--- src/rtl/piezo_fault_regs.vh ---
/*
  Register map, field positions, reset values and timing figures of the
  protection and mode controller of the dual half-bridge piezo driver.
  Assumes a 100 MHz core clock and a 32-bit APB register bus.
*/
// How it works
// - Each half-bridge command passes a stability filter before reaching the drivers.
// - Main supply undervoltage turns off FETs, pump and controller; resumes by itself.
// - Regulator rail undervoltage turns off FETs, pumps and controller; resumes by itself.
// - Pump rail undervoltage turns off FETs and pulls the fault flag low.
// - Overcurrent held beyond 0.6 us latches a shutdown.
// - Overcurrent latch keeps FETs off and flag low until a reset pulse, sleep or undervoltage lockout.
// - FET-area overtemperature stops FETs and pump, flags, recovers by itself.
// - Second die sensor overtemperature acts the same way, also self-recovering.
// - Wake pin held low leads to sleep after the sleep delay.
// - Wake pin high leaves sleep; commands are honoured after the wake delay.
// - Flag is held low while regulators switch, within the wake or sleep delay.
// - Operating mode only with wake pin high and main supply good.
// - Short low pulse on wake pin is a fault reset; longer means shutdown.
// - Valid reset pulse clears latched faults, leaves regulators untouched.
// - Output kill high turns all FETs off, bypassing the command path.
// - Under output kill with wake high, pump stays on and overcurrent sensing idles.
// - Faults raised while output kill holds the FETs off still pull the flag low.
`ifndef PIEZO_FAULT_REGS_VH
`define PIEZO_FAULT_REGS_VH

// ****************************************
// Register offsets (byte addresses)
// ****************************************
`define REG_STATUS 8'h00
`define REG_IRQ_EN 8'h04
`define REG_IRQ_CLR 8'h08
`define REG_STATE 8'h0c
`define REG_CTRL 8'h10

// ****************************************
// Status, enable and clear bit layout
// ****************************************
`define EV_MAIN_UV 0
`define EV_LDO_UV 1
`define EV_PUMP_UV 2
`define EV_OC 3
`define EV_OT_FET 4
`define EV_OT_DIE 5
`define EV_KILL 6
`define EV_WIDTH 7

// ****************************************
// Control and state fields, reset values
// ****************************************
`define CTRL_DRIVE_ALLOW 0
`define CTRL_RESET 32'h0000_0001
`define IRQ_EN_RESET 7'h00
`define ST_OC_LATCH 3
`define ST_FLAG_LOW 4
`define ST_FLAG_PIN 5
`define ST_FET_ON 6
`define ST_PUMP_EN 7
`define ST_LDO_EN 8

// ****************************************
// Timing
// ****************************************
`define CLK_PERIOD_NS 10
`define OC_DEGLITCH_NS 600
`define CMD_DEGLITCH_CYC 4
`define T_SLEEP_NS 100000
`define T_WAKE_NS 100000
`define T_RST_NS 20000

`endif

--- src/rtl/piezo_fault_ctrl.v ---
/*
  Protection and functional-mode controller of the dual half-bridge driver:
  undervoltage lockouts, latched overcurrent, two thermal shutdowns, sleep and
  wake sequencing on the wake pin, fault-reset pulse, output kill and the
  open-drain fault flag, with an APB register file and one interrupt line.
  Assumes analog comparators deliver synchronous active-high fault levels and
  that the open-drain wire is resolved outside from the enable.
*/
`timescale 1ns/1ns
`default_nettype none
`include "piezo_fault_regs.vh"
module piezo_fault_ctrl #(
  parameter T_SLEEP_NS = `T_SLEEP_NS,
  parameter T_WAKE_NS = `T_WAKE_NS,
  parameter T_RST_NS = `T_RST_NS,
  parameter CMD_DEGLITCH_CYC = `CMD_DEGLITCH_CYC
) (
  input wire clk,
  input wire rst,
  input wire [1:0] half_bridge_cmd,
  input wire sleep_wake_n,
  input wire output_kill,
  input wire main_supply_uv,
  input wire ldo_rail_uv,
  input wire pump_rail_uv,
  input wire overcurrent_trip,
  input wire over_temp_fet,
  input wire over_temp_die,
  input wire fault_flag_in,
  output wire fault_flag_out,
  output reg fault_flag_oe_n,
  output wire [1:0] half_bridge_out,
  output wire fet_enable,
  output reg pump_enable,
  output reg ldo_enable,
  output wire irq,
  input wire psel,
  input wire penable,
  input wire pwrite,
  input wire [7:0] paddr,
  input wire [31:0] pwdata,
  output reg [31:0] prdata,
  output wire pready,
  output wire pslverr
);
  // ****************************************
  // Timing conversion
  // ****************************************
  function [23:0] ns_to_cyc;
    input integer ns;
    integer c;
    begin
      c = (ns + `CLK_PERIOD_NS - 1) / `CLK_PERIOD_NS;
      if (c < 1)
        c = 1;
      ns_to_cyc = c[23:0];
    end
  endfunction

  localparam [23:0] SLEEP_CYC = ns_to_cyc(T_SLEEP_NS);
  localparam [23:0] WAKE_CYC = ns_to_cyc(T_WAKE_NS);
  localparam [23:0] RST_CYC = ns_to_cyc(T_RST_NS);
  localparam OC_CYC = (`OC_DEGLITCH_NS + `CLK_PERIOD_NS - 1) / `CLK_PERIOD_NS;

  localparam [2:0] ST_OFF = 3'h0;
  localparam [2:0] ST_SLEEP = 3'h1;
  localparam [2:0] ST_WAKE = 3'h2;
  localparam [2:0] ST_RUN = 3'h3;
  localparam [2:0] ST_LOWPEND = 3'h4;
  localparam [2:0] ST_DOWN = 3'h5;

  // Regulators run in every state except lockout and sleep.
  function regs_up;
    input [2:0] st;
    begin
      regs_up = st != ST_OFF && st != ST_SLEEP;
    end
  endfunction

  reg [2:0] state_reg;
  reg [2:0] state_next;
  reg [23:0] cnt_reg;
  reg [23:0] cnt_next;
  reg clear_latch;
  reg oc_latch_reg;
  reg fet_on_reg;
  reg [1:0] drive_reg;
  reg [`EV_WIDTH-1:0] status_reg;
  reg [`EV_WIDTH-1:0] irq_en_reg;
  reg [`EV_WIDTH-1:0] live_prev_reg;
  reg [31:0] ctrl_reg;
  wire [1:0] cmd_clean;
  wire oc_event;
  wire supply_off;
  wire pump_uv_seen;
  wire any_fault;
  wire flag_low;
  wire drive_ok;
  wire [`EV_WIDTH-1:0] live;
  wire [`EV_WIDTH-1:0] clr_bits;
  wire wr_en;
  wire mapped;

  // ****************************************
  // Input filtering
  // ****************************************
  genvar i;
  generate
    for (i = 0; i < 2; i = i + 1)
    begin : g_cmd
      cmd_deglitch #(
        .STABLE_CYC(CMD_DEGLITCH_CYC)
      ) u_cmd (
        .clk(clk),
        .rst(rst),
        .din(half_bridge_cmd[i]),
        .dout(cmd_clean[i])
      );
    end
  endgenerate

  // Sensing idles while the FETs are off, including under output kill.
  persist_detect #(
    .HOLD_CYC(OC_CYC)
  ) u_oc (
    .clk(clk),
    .rst(rst),
    .din(overcurrent_trip & fet_enable),
    .trip(oc_event)
  );

  // ****************************************
  // Mode sequencing on the wake pin
  // ****************************************
  assign supply_off = main_supply_uv | ldo_rail_uv;

  always @*
  begin
    state_next = state_reg;
    cnt_next = (cnt_reg == 24'hffffff) ? cnt_reg : cnt_reg + 24'h000001;
    clear_latch = 1'b0;
    if (supply_off)
    begin
      state_next = ST_OFF;
      cnt_next = 24'h000000;
    end
    else
    begin
      case (state_reg)
        ST_OFF:
        begin
          state_next = sleep_wake_n ? ST_WAKE : ST_SLEEP;
          cnt_next = 24'h000000;
        end
        ST_SLEEP:
        begin
          cnt_next = 24'h000000;
          if (sleep_wake_n)
            state_next = ST_WAKE;
        end
        ST_WAKE:
        begin
          if (!sleep_wake_n)
          begin
            state_next = ST_DOWN;
            cnt_next = 24'h000000;
          end
          else if (cnt_reg >= WAKE_CYC - 24'h000001)
          begin
            state_next = ST_RUN;
            cnt_next = 24'h000000;
          end
        end
        ST_RUN:
        begin
          cnt_next = 24'h000000;
          if (!sleep_wake_n)
            state_next = ST_LOWPEND;
        end
        ST_LOWPEND:
        begin
          if (sleep_wake_n)
          begin
            state_next = ST_RUN;
            clear_latch = 1'b1;
            cnt_next = 24'h000000;
          end
          else if (cnt_reg >= RST_CYC - 24'h000001)
            state_next = ST_DOWN;
        end
        ST_DOWN:
        begin
          // The count keeps running from the falling edge of the pin.
          if (sleep_wake_n)
          begin
            state_next = ST_WAKE;
            cnt_next = 24'h000000;
          end
          else if (cnt_reg >= SLEEP_CYC - 24'h000001)
            state_next = ST_SLEEP;
        end
        default:
        begin
          state_next = ST_OFF;
          cnt_next = 24'h000000;
        end
      endcase
    end
  end

  always @(posedge clk or posedge rst)
  begin
    if (rst)
    begin
      state_reg <= ST_OFF;
      cnt_reg <= 24'h000000;
    end
    else
    begin
      state_reg <= state_next;
      cnt_reg <= cnt_next;
    end
  end

  // ****************************************
  // Fault tracking and drive
  // ****************************************
  // A disabled controller forgets the latch; a trip in the clearing cycle still sets it.
  always @(posedge clk or posedge rst)
  begin
    if (rst)
      oc_latch_reg <= 1'b0;
    else if (oc_event)
      oc_latch_reg <= 1'b1;
    else if (clear_latch || state_reg == ST_OFF || state_reg == ST_SLEEP)
      oc_latch_reg <= 1'b0;
  end

  // A sagging pump rail only counts while the pump is meant to run.
  assign pump_uv_seen = pump_rail_uv & pump_enable;
  assign any_fault = pump_uv_seen | oc_latch_reg | over_temp_fet | over_temp_die;
  // Kill does not mask any of these, so faults raised under it still reach the flag.
  assign flag_low = any_fault | state_reg == ST_WAKE | state_reg == ST_DOWN;
  // One enable for FETs and drive, so a fault can never leave the outputs driven.
  assign drive_ok = state_next == ST_RUN && !any_fault && ctrl_reg[`CTRL_DRIVE_ALLOW];

  always @(posedge clk or posedge rst)
  begin
    if (rst)
    begin
      fault_flag_oe_n <= 1'b1;
      pump_enable <= 1'b0;
      ldo_enable <= 1'b0;
      fet_on_reg <= 1'b0;
      drive_reg <= 2'h0;
    end
    else
    begin
      // The flag follows the registered state: on wake it lets go a cycle after the FETs.
      fault_flag_oe_n <= ~flag_low;
      ldo_enable <= regs_up(state_next);
      pump_enable <= regs_up(state_next) && !over_temp_fet &&
        !over_temp_die;
      fet_on_reg <= drive_ok;
      if (drive_ok)
        drive_reg <= cmd_clean;
      else
        drive_reg <= 2'h0;
    end
  end

  assign fault_flag_out = 1'b0;
  // Kill acts directly on the pin-facing enables so no clocked stage can delay it.
  assign fet_enable = fet_on_reg & ~output_kill;
  assign half_bridge_out = drive_reg & {2{~output_kill}};

  // ****************************************
  // Event capture and interrupt
  // ****************************************
  assign live = {output_kill, over_temp_die, over_temp_fet, oc_event,
                 pump_uv_seen, ldo_rail_uv, main_supply_uv};
  assign wr_en = psel & penable & pwrite;
  assign clr_bits = (wr_en && paddr == `REG_IRQ_CLR) ? pwdata[`EV_WIDTH-1:0] :
                    {`EV_WIDTH{1'b0}};

  always @(posedge clk or posedge rst)
  begin
    if (rst)
    begin
      live_prev_reg <= {`EV_WIDTH{1'b0}};
      status_reg <= {`EV_WIDTH{1'b0}};
    end
    else
    begin
      live_prev_reg <= live;
      // A new event in the clearing cycle survives the clear.
      status_reg <= (status_reg & ~clr_bits) | (live & ~live_prev_reg);
    end
  end

  assign irq = |(status_reg & irq_en_reg);

  // ****************************************
  // APB slave
  // ****************************************
  assign mapped = paddr == `REG_STATUS || paddr == `REG_IRQ_EN ||
                  paddr == `REG_IRQ_CLR || paddr == `REG_STATE || paddr == `REG_CTRL;
  // No wait states: every register answers in the first access cycle.
  assign pready = 1'b1;
  assign pslverr = psel & penable & ~mapped;

  always @(posedge clk or posedge rst)
  begin
    if (rst)
    begin
      irq_en_reg <= `IRQ_EN_RESET;
      ctrl_reg <= `CTRL_RESET;
    end
    else if (wr_en)
    begin
      if (paddr == `REG_IRQ_EN)
        irq_en_reg <= pwdata[`EV_WIDTH-1:0];
      if (paddr == `REG_CTRL)
        ctrl_reg <= {31'h00000000, pwdata[`CTRL_DRIVE_ALLOW]};
    end
  end

  // Read data is captured in the setup phase so it is a flop by the access phase.
  always @(posedge clk or posedge rst)
  begin
    if (rst)
      prdata <= 32'h00000000;
    else if (psel && !penable && !pwrite)
    begin
      case (paddr)
        `REG_STATUS: prdata <= {25'h0000000, status_reg};
        `REG_IRQ_EN: prdata <= {25'h0000000, irq_en_reg};
        `REG_STATE: prdata <= {23'h000000, ldo_enable, pump_enable, fet_enable,
                               fault_flag_in, flag_low, oc_latch_reg, state_reg};
        `REG_CTRL: prdata <= ctrl_reg;
        default: prdata <= 32'h00000000;
      endcase
    end
  end
endmodule
`default_nettype wire

--- src/rtl/cmd_deglitch.v ---
/*
  Stability filter for one command input: the output takes a new level only
  after the input has held it for a set number of cycles.
  Assumes the input is already synchronous to clk.
*/
`timescale 1ns/1ns
`default_nettype none
module cmd_deglitch #(
  parameter STABLE_CYC = 4
) (
  input wire clk,
  input wire rst,
  input wire din,
  output reg dout
);
  reg [7:0] cnt_reg;

  // Pulses shorter than the window never reach the output, at the cost of a fixed delay.
  always @(posedge clk or posedge rst)
  begin
    if (rst)
    begin
      cnt_reg <= 8'h00;
      dout <= 1'b0;
    end
    else if (din == dout)
      cnt_reg <= 8'h00;
    else if (cnt_reg >= STABLE_CYC[7:0] - 8'h01)
    begin
      cnt_reg <= 8'h00;
      dout <= din;
    end
    else
      cnt_reg <= cnt_reg + 8'h01;
  end
endmodule
`default_nettype wire

--- src/rtl/persist_detect.v ---
/*
  Persistence detector: raises a trip, held for as long as the input stays high,
  once the input has stayed high for more than a set number of cycles; any low cycle restarts the count.
  Assumes a synchronous input.
*/
`timescale 1ns/1ns
`default_nettype none
module persist_detect #(
  parameter HOLD_CYC = 60
) (
  input wire clk,
  input wire rst,
  input wire din,
  output reg trip
);
  reg [11:0] cnt_reg;

  always @(posedge clk or posedge rst)
  begin
    if (rst)
    begin
      cnt_reg <= 12'h000;
      trip <= 1'b0;
    end
    else
    begin
      trip <= 1'b0;
      if (!din)
        cnt_reg <= 12'h000;
      else if (cnt_reg == HOLD_CYC[11:0])
        trip <= 1'b1;
      else
        cnt_reg <= cnt_reg + 12'h001;
    end
  end
endmodule
`default_nettype wire

--- config.mk ---
export PLATFORM = sky130hd
export DESIGN_NAME = piezo_fault_ctrl
export DESIGN_NICKNAME = d
export VERILOG_FILES = /design/src/rtl/piezo_fault_ctrl.v /design/src/rtl/cmd_deglitch.v /design/src/rtl/persist_detect.v
export VERILOG_INCLUDE_DIRS = /design/src /design/src/rtl
export SDC_FILE = /design/constraint.sdc
export NUM_CORES = 1
export LEC_CHECK = 0
export BUFFER_PORTS_ARGS = -buffer_cell sky130_fd_sc_hd__buf_4
export CAP_MARGIN = 10
export CORE_ASPECT_RATIO = 0.75
export CORE_MARGIN = 2
export CORE_UTILIZATION = 25
export CTS_BUF_LIST = sky130_fd_sc_hd__clkbuf_8
export CTS_CLUSTER_SIZE = 20
export DETAILED_ROUTE_END_ITERATION = 6
export GPL_TIMING_DRIVEN = 0
export PLACE_DENSITY_LB_ADDON = 0.2
export SETUP_SLACK_MARGIN = 0.02
export SYNTH_ARGS = -nofsm -noshare
export SYNTH_HDL_FRONTEND = slang
export SYNTH_SLANG_ARGS = --single-unit
export TNS_END_PERCENT = 5
--- constraint.sdc ---
create_clock -name clk -period 3.4 [get_ports clk]
set_clock_uncertainty 0.15 [all_clocks]
set_input_delay 0.51 -clock clk [delete_from_list [all_inputs] [get_ports clk]]
set_output_delay 0.51 -clock clk [all_outputs]
set_load 0.05 [all_outputs]
==> impl_metrics.yaml, run 1 <==
status:
  status: "completed"
floorplanning:
  die_h_um: 123
  fp.coreArea_sq_um: 18500
  io_pins: 98
  dieArea_sq_um: 19900
  initial_core_util_pct: 25.4
  num_rows: 43
  chipWidth_um: 162
cts:
  cts_tree: "built"
  cts_setup_buffers: 0
  clock_sinks: 96
  cts_buffer_depth: 2
  cts_hold_buf: 0
  root_buffer: "clkbuf_8"
  clkLatencyLatePin_ns: 0.38
  cts_buffers: 9
  clkTransAtPathRegs_ns: 0.09
  cts_resized: 0
  htree_levels: 3
yosys:
  synth-async-reset-ratio_pct: 100
  ys.flop_type: "dfrtp_1"
  syn_avg_cell_area_sq_um: 10.4
  yosysUniqueCellTypes: 64
  synth-seq-area-share_pct: 51.3
  synth-simple-area-share_pct: 20.0
  synthAdderAreaFrac_pct: 1.33
  synth_area_sq_um: 4690
  netlist_instances: 451
  synthXorXnorAreaFrac_pct: 5.60
  synth_mux_area_share_pct: 3.90
  synth_compound_area_share_pct: 11.1
  synth_top_family_by_area: "simple AND/OR/NAND/NOR gates"
  synth_warnings: 0
  ys_ff_latch: 96
  synth-edff-count: 0
route:
  first_iter_violations: 205
  drc: 0
  wl_per_cell_um: 13.1
  drtAntennaViolNets: 0
  vias: 3513
  viasPerCell: 4.41
  dr.pass1.iters: 4
  wl_um: 10500
placed_design:
  numPortBuffers: 46
  place_ws_ns: 0.538
  detailed_place_hpwl_um: 7810
  place_congestion: 0.823
setup_path:
  timing.rr.end: "cnt_reg[1]$_DFF_PP0_"
  arrival_ns: 2.20
  criticalPathCategory: "input pin to output port"
  reg2reg_slack_ns: 0.55
  worstPathMaxFanout: 5
  critical-path-slowest-cell: "or4_4"
  cp_cell_sequence: "buf_4 > or4_4 > or2_4 > or4_4 > o2111a_1 > buf_4"
  worstPathRequired_ns: 2.74
  crit_family: "simple AND/OR/NAND/NOR gates"
  max_stage_delay_ns: 0.52
  cp_num_buf_inv: 2
  reg2reg_depth: 7
  timing.rr.start: "cnt_reg[0]$_DFF_PP0_"
  end_kind: "output port"
  cp-start-kind: "input pin"
global_route:
  first_global_vias: 3338
  grt_pass1_wl_um: 17100
  overflow: 0
  grt_max_degree: 58
  grt_use_total_pct: 11.0
  grt_antenna_before_repair: 0
timing:
  finalSetupViolations: 0
  report.final.slew_viol_count: 0
  whs_ns: 0.0117
  fin_crit_sh_pct: 84.2
  fin_ws_ns: 0.539
  finalHoldViolCount: 0
  timing.fmax_ghz: 0.349
  period_minus_slack_ns: 2.86
  rsz0062_at_grt: "no"
  max_slew_margin_pct: 48.0
  worst_pin_slew_ns: 0.770
finish:
  diodes: 0
  mostFrequentLayoutCells: "dfrtp_1 (94), buf_4 (71), nor2_1 (47)"
  fin_nets: 605
  n_fill_cell: 1880
  areaGrowthSynthToFinish_pct: 22.1
  largest_register_ffs: 24
  drive_gt1_share_pct: 21.3
  layout_commonest_cell: "dfrtp_1"
power:
  totalPowerFinal_mw: 2.23
  p_leak_nw: 2.58
  powerDensity_nw_per_um2: 390
  vdd_drop_max_v: 0.000169
worst_hold_path:
  min_path_type: "input pin to async pin"
run:
  max-cap-violations: 0
==> report_power, final <==
part           total, mW  leakage, nW  switching (mW)  internal, mW
registers           1.17         1.26         0.00997          1.16
logic              0.218         1.22           0.146        0.0722
clock network      0.843        0.108           0.426         0.417
==> per-layer routing <==
metal	wire [um]	GRT usage, %
met5	0	0
met1	5130	15.1
met3	676	3.28
met2	4440	16.1
met4	215	4.76
==> worst max-delay path by stage <==
| stage | from | end | slack [ns] | cells after the start |
|---|---|---|---|---|
| floorplan | rst | cnt_reg[0]$_DFF_PP0_ | 0.24 | 1 |
| global placement | rst | prdata[8]$_DFFE_PP0P_ | -0.97 | 2 |
| detailed placement | paddr[1] | pslverr | 0.54 | 6 |
| CTS | cnt_reg[0]$_DFF_PP0_ | cnt_reg[1]$_DFF_PP0_ | 0.53 | 7 |
| global route | cnt_reg[0]$_DFF_PP0_ | cnt_reg[1]$_DFF_PP0_ | 0.33 | 7 |
| finish | paddr[1] | pslverr | 0.54 | 6 |
==> area by class of cell <==
type / instances / area [sq um] / area share, %
tap: 247 / 309 / 5.40
clock buffer: 9 / 124 / 2.16
multi-input combinational: 334 / 2100 / 36.7
inverter: 15 / 58.8 / 1.03
sequential: 96 / 2400 / 42.0
buffer: 41 / 256 / 4.48
timing repair buffer: 47 / 373 / 6.51
clock inverter: 7 / 96.3 / 1.68
==> stage by stage <==
stage	std cells	utilization (%)	TNS (ns)	area [sq um]
after floorplan	486	-	0	4820
after global placement	779	29.7	-91.02	5480
after detailed placement	780	29.8	0	5510
after CTS	796	31.0	0	5730
after global routing	796	31.0	0	5730
final	796	31.0	0	5730
==> cell families (layout without fill, tap and decap cells) <==
family                   count (synthesis)  in the layout
XOR/XNOR                                30             30
AO/OA/AOI/OAI                           73             73
multiplexers                            17             17
adder cells (fa/ha/maj)                  5              5
flip-flops                              96             96
other                                    2             37
AND/OR/NAND/NOR                        172            172
buffers and inverters                   56            119
==> synth_stat cells (10+ instances only) <==
master / instances / area share (%)
and3_1: 11 / 1.5
dfrtp_1: 94 / 50
a21oi_1: 14 / 1.5
nor2_1: 47 / 3.8
nand2_1: 35 / 2.8
buf_4: 25 / 4.0
nand3_1: 19 / 2.0
inv_1: 15 / 1.2
o21ai_0: 10 / 1.1
a22o_1: 14 / 2.6
xor2_1: 13 / 2.4
xnor2_1: 17 / 3.2
Note: power is estimated with default switching activity, not from simulation.
==> run 2: changes to the inputs <==
==> constraint.sdc (replaced) <==
create_clock -name clk -period 2.36 [get_ports clk]
set_clock_uncertainty 0.15 [all_clocks]
set_input_delay 0.354 -clock clk [delete_from_list [all_inputs] [get_ports clk]]
set_output_delay 0.354 -clock clk [all_outputs]
set_load 0.05 [all_outputs]
==> run 2 against run 1 <==
Effect of this change: the run now ends with hold timing, setup timing left; cell count increased by 1.4%; sequential power increased by 44%; wire length increased by 4.8%; critical path type unchanged; largest cell class unchanged; worst setup slack got worse by 0.65 ns; combinational power increased by 52%; sequential share of layout area decreased by 1.8 points; register-to-register slack got worse by 0.47 ns; clock-buffer cell count unchanged; clock power increased by 45%; global-route usage increased by 0.47 points.
==> impl_metrics.yaml, run 2 (synthesized netlist as in run 1, its figures left out) <==
timing:
  finalSetupViolations: 1
  period_minus_slack_ns: 2.47
  fin_crit_sh_pct: 105
  max_slew_margin_pct: 42.8
  report.final.slew_viol_count: 0
  fin_ws_ns: -0.113
  worst_pin_slew_ns: 0.857
  finalHoldViolCount: 33
  timing.fmax_ghz: 0.404
  rsz0062_at_grt: "yes"
  whs_ns: -0.0177
finish:
  drive_gt1_share_pct: 25.5
  mostFrequentLayoutCells: "dfrtp_1 (92), buf_4 (72), nor2_1 (41)"
  fin_nets: 616
  final_area_sq_um: 5990
  areaGrowthSynthToFinish_pct: 27.8
  largest_register_ffs: 24
  diodes: 0
  post-route-util_pct: 32.5
  final_cells: 807
  layout_commonest_cell: "dfrtp_1"
power:
  power_frac_clock_pct: 37.8
  internal-power_mw: 2.40
  seqPwrFrac_pct: 52.0
  p_comb_share_pct: 10.2
  powerDensity_nw_per_um2: 541
  power.switching_uw: 848
  p_sw_share_pct: 26.1
  vdd_drop_max_v: 0.000231
  totalPowerFinal_mw: 3.24
  p_leak_nw: 2.68
placed_design:
  detailed_place_hpwl_um: 8030
  numPortBuffers: 46
  placed_cell_area_sq_um: 5520
  place_congestion: 0.788
  dp_cells: 781
cts:
  clock_sinks: 96
  clkTransAtPathRegs_ns: 0.09
  cts_buffers: 9
  cts_tree: "built"
  clkLatencyLatePin_ns: 0.39
  cts_buffer_depth: 2
  htree_levels: 3
  root_buffer: "clkbuf_8"
route:
  first_iter_violations: 223
  vias: 3539
  wl_um: 11000
  wl_per_cell_um: 13.6
  viasPerCell: 4.39
  drtAntennaViolNets: 0
  drc: 0
  dr.pass1.iters: 5
global_route:
  overflow: 0
  grt_antenna_before_repair: 0
  grt_use_total_pct: 11.5
  grt_pass1_wl_um: 17800
  first_global_vias: 3413
  grt_max_degree: 37
status:
  status: "complete, but fails checks"
  violations: "hold timing, setup timing"
setup_path:
  timing.rr.start: "cnt_reg[0]$_DFF_PP0_"
  worstPathMaxFanout: 2
  endpoint: "pslverr"
  end_kind: "output port"
  max_stage_delay_ns: 0.53
  cp_cell_sequence: "buf_6 > or4_4 > or2_4 > or4_4 > o2111a_1 > buf_6"
  critical-path-slowest-cell: "or4_4"
  reg2reg_slack_ns: 0.08
  reg2reg_depth: 8
  criticalPathCategory: "input pin to output port"
  critPathLaunch: "paddr[1]"
  arrival_ns: 1.97
  timing.rr.end: "cnt_reg[0]$_DFF_PP0_"
  cp-start-kind: "input pin"
  worstPathRequired_ns: 1.86
floorplanning:
  io_pins: 98
  num_rows: 43
  fp.coreArea_sq_um: 18500
  dieArea_sq_um: 19900
  die_h_um: 123
  chipWidth_um: 162
  initial_core_util_pct: 25.4
worst_hold_path:
  min_path_type: "input pin to async pin"
run:
  max-cap-violations: 0
[run 2: cell types whose count changed in the layout (fill, tap and decap cells not counted), moves of 3 or more]
| cell | delta |
|---|---|
| buf_6 | +3 |
| dlygate4sd3_1 | +5 |
| nor2_1 | -6 |
| nor2_2 | +5 |
[run 2: final cells by class]
cell class | count | area [sq um]
Fill cell | 1875 | 12500
Sequential cell | 96 | 2410
Multi-Input combinational cell | 334 | 2210
Timing Repair Buffer | 58 | 502
Tap cell | 247 | 309
Buffer | 41 | 279
Clock buffer | 9 | 124
Clock inverter | 7 | 103
Inverter | 15 | 60.1
[run 2: critical path: cells and delay by family]
kind / cells / cell delay, ns
AO/OA/AOI/OAI: 1 / 0.15
buffers and inverters: 2 / 0.24
AND/OR/NAND/NOR: 3 / 1.22
[run 2: metrics by stage]
step                setup slack [ns]  setup TNS, ns
floorplan                    -0.0333        -0.0333
global placement              -0.435          -9.53
detailed placement            -0.489         -10.31
CTS                           -0.124         -0.124
global route                  -0.117         -0.134
finish                        -0.113         -0.113
[run 2: worst min-delay path by stage]
stage	startpoint	endpoint	slack (ns)	cells after the start
3_3_place_gp	u_oc.trip$_DFF_PP0_	live_prev_reg[3]$_DFF_PP0_	0.24	0
3_5_place_dp	u_oc.trip$_DFF_PP0_	live_prev_reg[3]$_DFF_PP0_	0.25	0
6_report	rst	prdata[8]$_DFFE_PP0P_	-0.02	2
5_1_grt	half_bridge_cmd[0]	g_cmd[0].u_cmd.dout$_DFFE_PP0P_	0.04	2
2_1_floorplan	u_oc.trip$_DFF_PP0_	live_prev_reg[3]$_DFF_PP0_	0.22	0
4_1_cts	rst	cnt_reg[22]$_DFF_PP0_	0.004	2
[run 2: what timing repair did]
action / 4_1_cts / 5_1_grt
hold buffers: 5 / 0
cloned: 0 / 1
pin swaps: 4 / 7
setup endpoints to repair: 27 / 33
endpoints found under the hold margin: 6 / 0
setup buffers: 1 / 3
resized for setup: 14 / 19
[run 2: layer usage]
metal / track usage (%) / share of wire (%) / vias up / routed length (um)
met2: 17.4 / 45 / 74 / 4930
met3: 3.75 / 5.1 / 9 / 555
met4: 3.32 / 1.1 / 0 / 123
met1: 15.7 / 49 / 1704 / 5360
li1: - / - / 1752 / -
met5: 0 / 0 / - / 0
[run 2: power groups by stage]
| stage | clock network, mW | logic [mW] | registers [mW] |
|---|---|---|---|
| 2_1_floorplan | 0 | 0.216 | 1.72 |
| 3_3_place_gp | 0 | 0.310 | 1.72 |
| 3_5_place_dp | 0 | 0.322 | 1.72 |
| 4_1_cts | 1.28 | 0.334 | 1.69 |
| 5_1_grt | 1.35 | 0.362 | 1.69 |
| 6_report | 1.22 | 0.332 | 1.69 |
==> run 3: changes to the inputs <==
==> constraint.sdc (replaced) <==
create_clock -name clk -period 2.03 [get_ports clk]
set_clock_uncertainty 0.15 [all_clocks]
set_input_delay 0.3045 -clock clk [delete_from_list [all_inputs] [get_ports clk]]
set_output_delay 0.3045 -clock clk [all_outputs]
set_load 0.05 [all_outputs]
==> run 3 against run 2 <==
Effect of this change: first-iteration DRC count up 0.45%; cell count is 2.5% higher; worst hold slack gained 0.038 ns; core utilization is 1.9 points higher; power is 17% higher; non-clock buffer count rose by 20; critical path depth stayed put; register-to-register slack got worse by 0.16 ns; the run ends with setup timing left; via count rose by 4.1%; final area up 5.9%; wire length rose by 4.1%; sequential share of layout area fell by 2.1 points.
==> impl_metrics.yaml, run 3 (synthesized netlist as in run 1, its figures left out) <==
placed_design:
  detailed_place_hpwl_um: 8030
  place_ws_ns: -0.819
  dp_cells: 781
  numPortBuffers: 46
  place_congestion: 0.788
timing:
  finalSetupViolations: 21
  whs_ns: 0.0204
  report.final.slew_viol_count: 0
  timing.fmax_ghz: 0.421
  period_minus_slack_ns: 2.37
  worst_pin_slew_ns: 0.860
  fin_crit_sh_pct: 117
  fin_ws_ns: -0.344
  rsz0062_at_grt: "yes"
  max_slew_margin_pct: 42.6
  finalHoldViolCount: 0
route:
  wl_um: 11400
  wl_per_cell_um: 13.8
  viasPerCell: 4.45
  vias: 3684
  drc: 0
  drtAntennaViolNets: 0
  first_iter_violations: 224
  dr.pass1.iters: 5
status:
  violations: "setup timing"
  status: "complete, but fails checks"
cts:
  cts_tree: "built"
  htree_levels: 3
  clkLatencyLatePin_ns: 0.39
  cts_buffers: 9
  clkTransAtPathRegs_ns: 0.09
  clock_sinks: 96
  cts_buffer_depth: 2
  root_buffer: "clkbuf_8"
finish:
  areaGrowthSynthToFinish_pct: 35.4
  fin_nets: 636
  mostFrequentLayoutCells: "dfrtp_1 (85), buf_4 (83), nor2_1 (45)"
  drive_gt1_share_pct: 30.9
  layout_commonest_cell: "dfrtp_1"
  final_cells: 827
  largest_register_ffs: 24
  diodes: 0
setup_path:
  crit_family: "simple AND/OR/NAND/NOR gates"
  end_kind: "output port"
  cp_num_buf_inv: 2
  cp_cell_sequence: "buf_6 > or4_4 > or2_4 > or4_4 > o2111a_1 > buf_6"
  critical-path-slowest-cell: "or4_4"
  worstPathRequired_ns: 1.58
  arrival_ns: 1.92
  worstPathMaxFanout: 2
  criticalPathCategory: "input pin to output port"
  cp-start-kind: "input pin"
  max_stage_delay_ns: 0.53
global_route:
  grt_pass1_wl_um: 18300
  grt_antenna_before_repair: 0
  first_global_vias: 3513
  grt_use_total_pct: 11.8
  overflow: 0
  grt_max_degree: 37
run:
  max-cap-violations: 0
floorplanning:
  dieArea_sq_um: 19900
  initial_core_util_pct: 25.4
  chipWidth_um: 162
  io_pins: 98
  fp.coreArea_sq_um: 18500
  die_h_um: 123
  num_rows: 43
power:
  vdd_drop_max_v: 0.000271
  p_leak_nw: 2.82
  powerDensity_nw_per_um2: 598
worst_hold_path:
  min_path_type: "input pin to flop"
==> run 3: changes by cell type in the layout (fill, tap and decap cells not counted), moves of 3 or more <==
cell           change
nor4_1             -3
dlygate4sd3_1      +7
dfrtp_1            -7
nand3_1            -3
dfrtp_2            +7
nor2_1             +4
a31oi_1            -3
buf_4             +11
nor4_4             +3
buf_6              +7
nor2_2             -3
==> run 3: what timing repair did <==
action,CTS,global route
buffers inserted,8,9
hold buffers,12,0
endpoints found under the hold margin,45,0
setup endpoints to repair,45,42
gates cloned,1,0
pin swaps,14,11
resized for setup,46,37
==> run 3: layer usage <==
layer  track usage [%]  wire length, um
met3              3.92              608
met2              17.9             5160
met1              16.1             5520
met4              3.26              140
met5                 0                0
==> run 3: worst paths after layout <==
path,start,depth (start not counted),slack (ns),end
hold / removal,pwdata[5],2,0.02,irq_en_reg[5]$_DFFE_PP0P_
hold reg to reg,u_oc.trip$_DFF_PP0_,0,0.27,live_prev_reg[3]$_DFF_PP0_
min in group asynchronous,rst,3,0.50,prdata[8]$_DFFE_PP0P_
setup / recovery,paddr[1],6,-0.34,pslverr
setup reg to reg,cnt_reg[4]$_DFF_PP0_,6,-0.08,cnt_reg[17]$_DFF_PP0_
max in group asynchronous,rst,4,0.53,ctrl_reg[0]$_DFFE_PP1P_
==> run 3: cell type report <==
| cell class | instances | area, sq um |
|---|---|---|
| fillers | 1859 | 12100 |
| flip-flops and latches | 96 | 2420 |
| multi-input cells | 334 | 2370 |
| repair buffers | 78 | 667 |
| well taps | 247 | 309 |
| plain buffers | 41 | 299 |
| clock buffers | 9 | 124 |
| clock inverters | 7 | 103 |
| inverters | 15 | 60.1 |
==> run 3: stage by stage <==
step           power, mW  instance area (sq um)  util, %  TNS, ns
2_1_floorplan       2.26                   4820        -    -2.58
4_1_cts             3.86                   6160     33.4    -1.48
6_report            3.80                   6350     34.4   -0.822
3_5_place_dp        2.37                   5520     29.9   -24.59
3_3_place_gp        2.36                   5480     29.7   -49.28
5_1_grt             3.98                   6350     34.4    -3.20
==> run 3: report_power, final <==
group | leakage (nW) | switching [mW] | internal (mW) | total (mW)
clock network | 0.110 | 0.722 | 0.706 | 1.43
registers | 1.24 | 0.0196 | 1.94 | 1.96
logic | 1.46 | 0.260 | 0.147 | 0.407
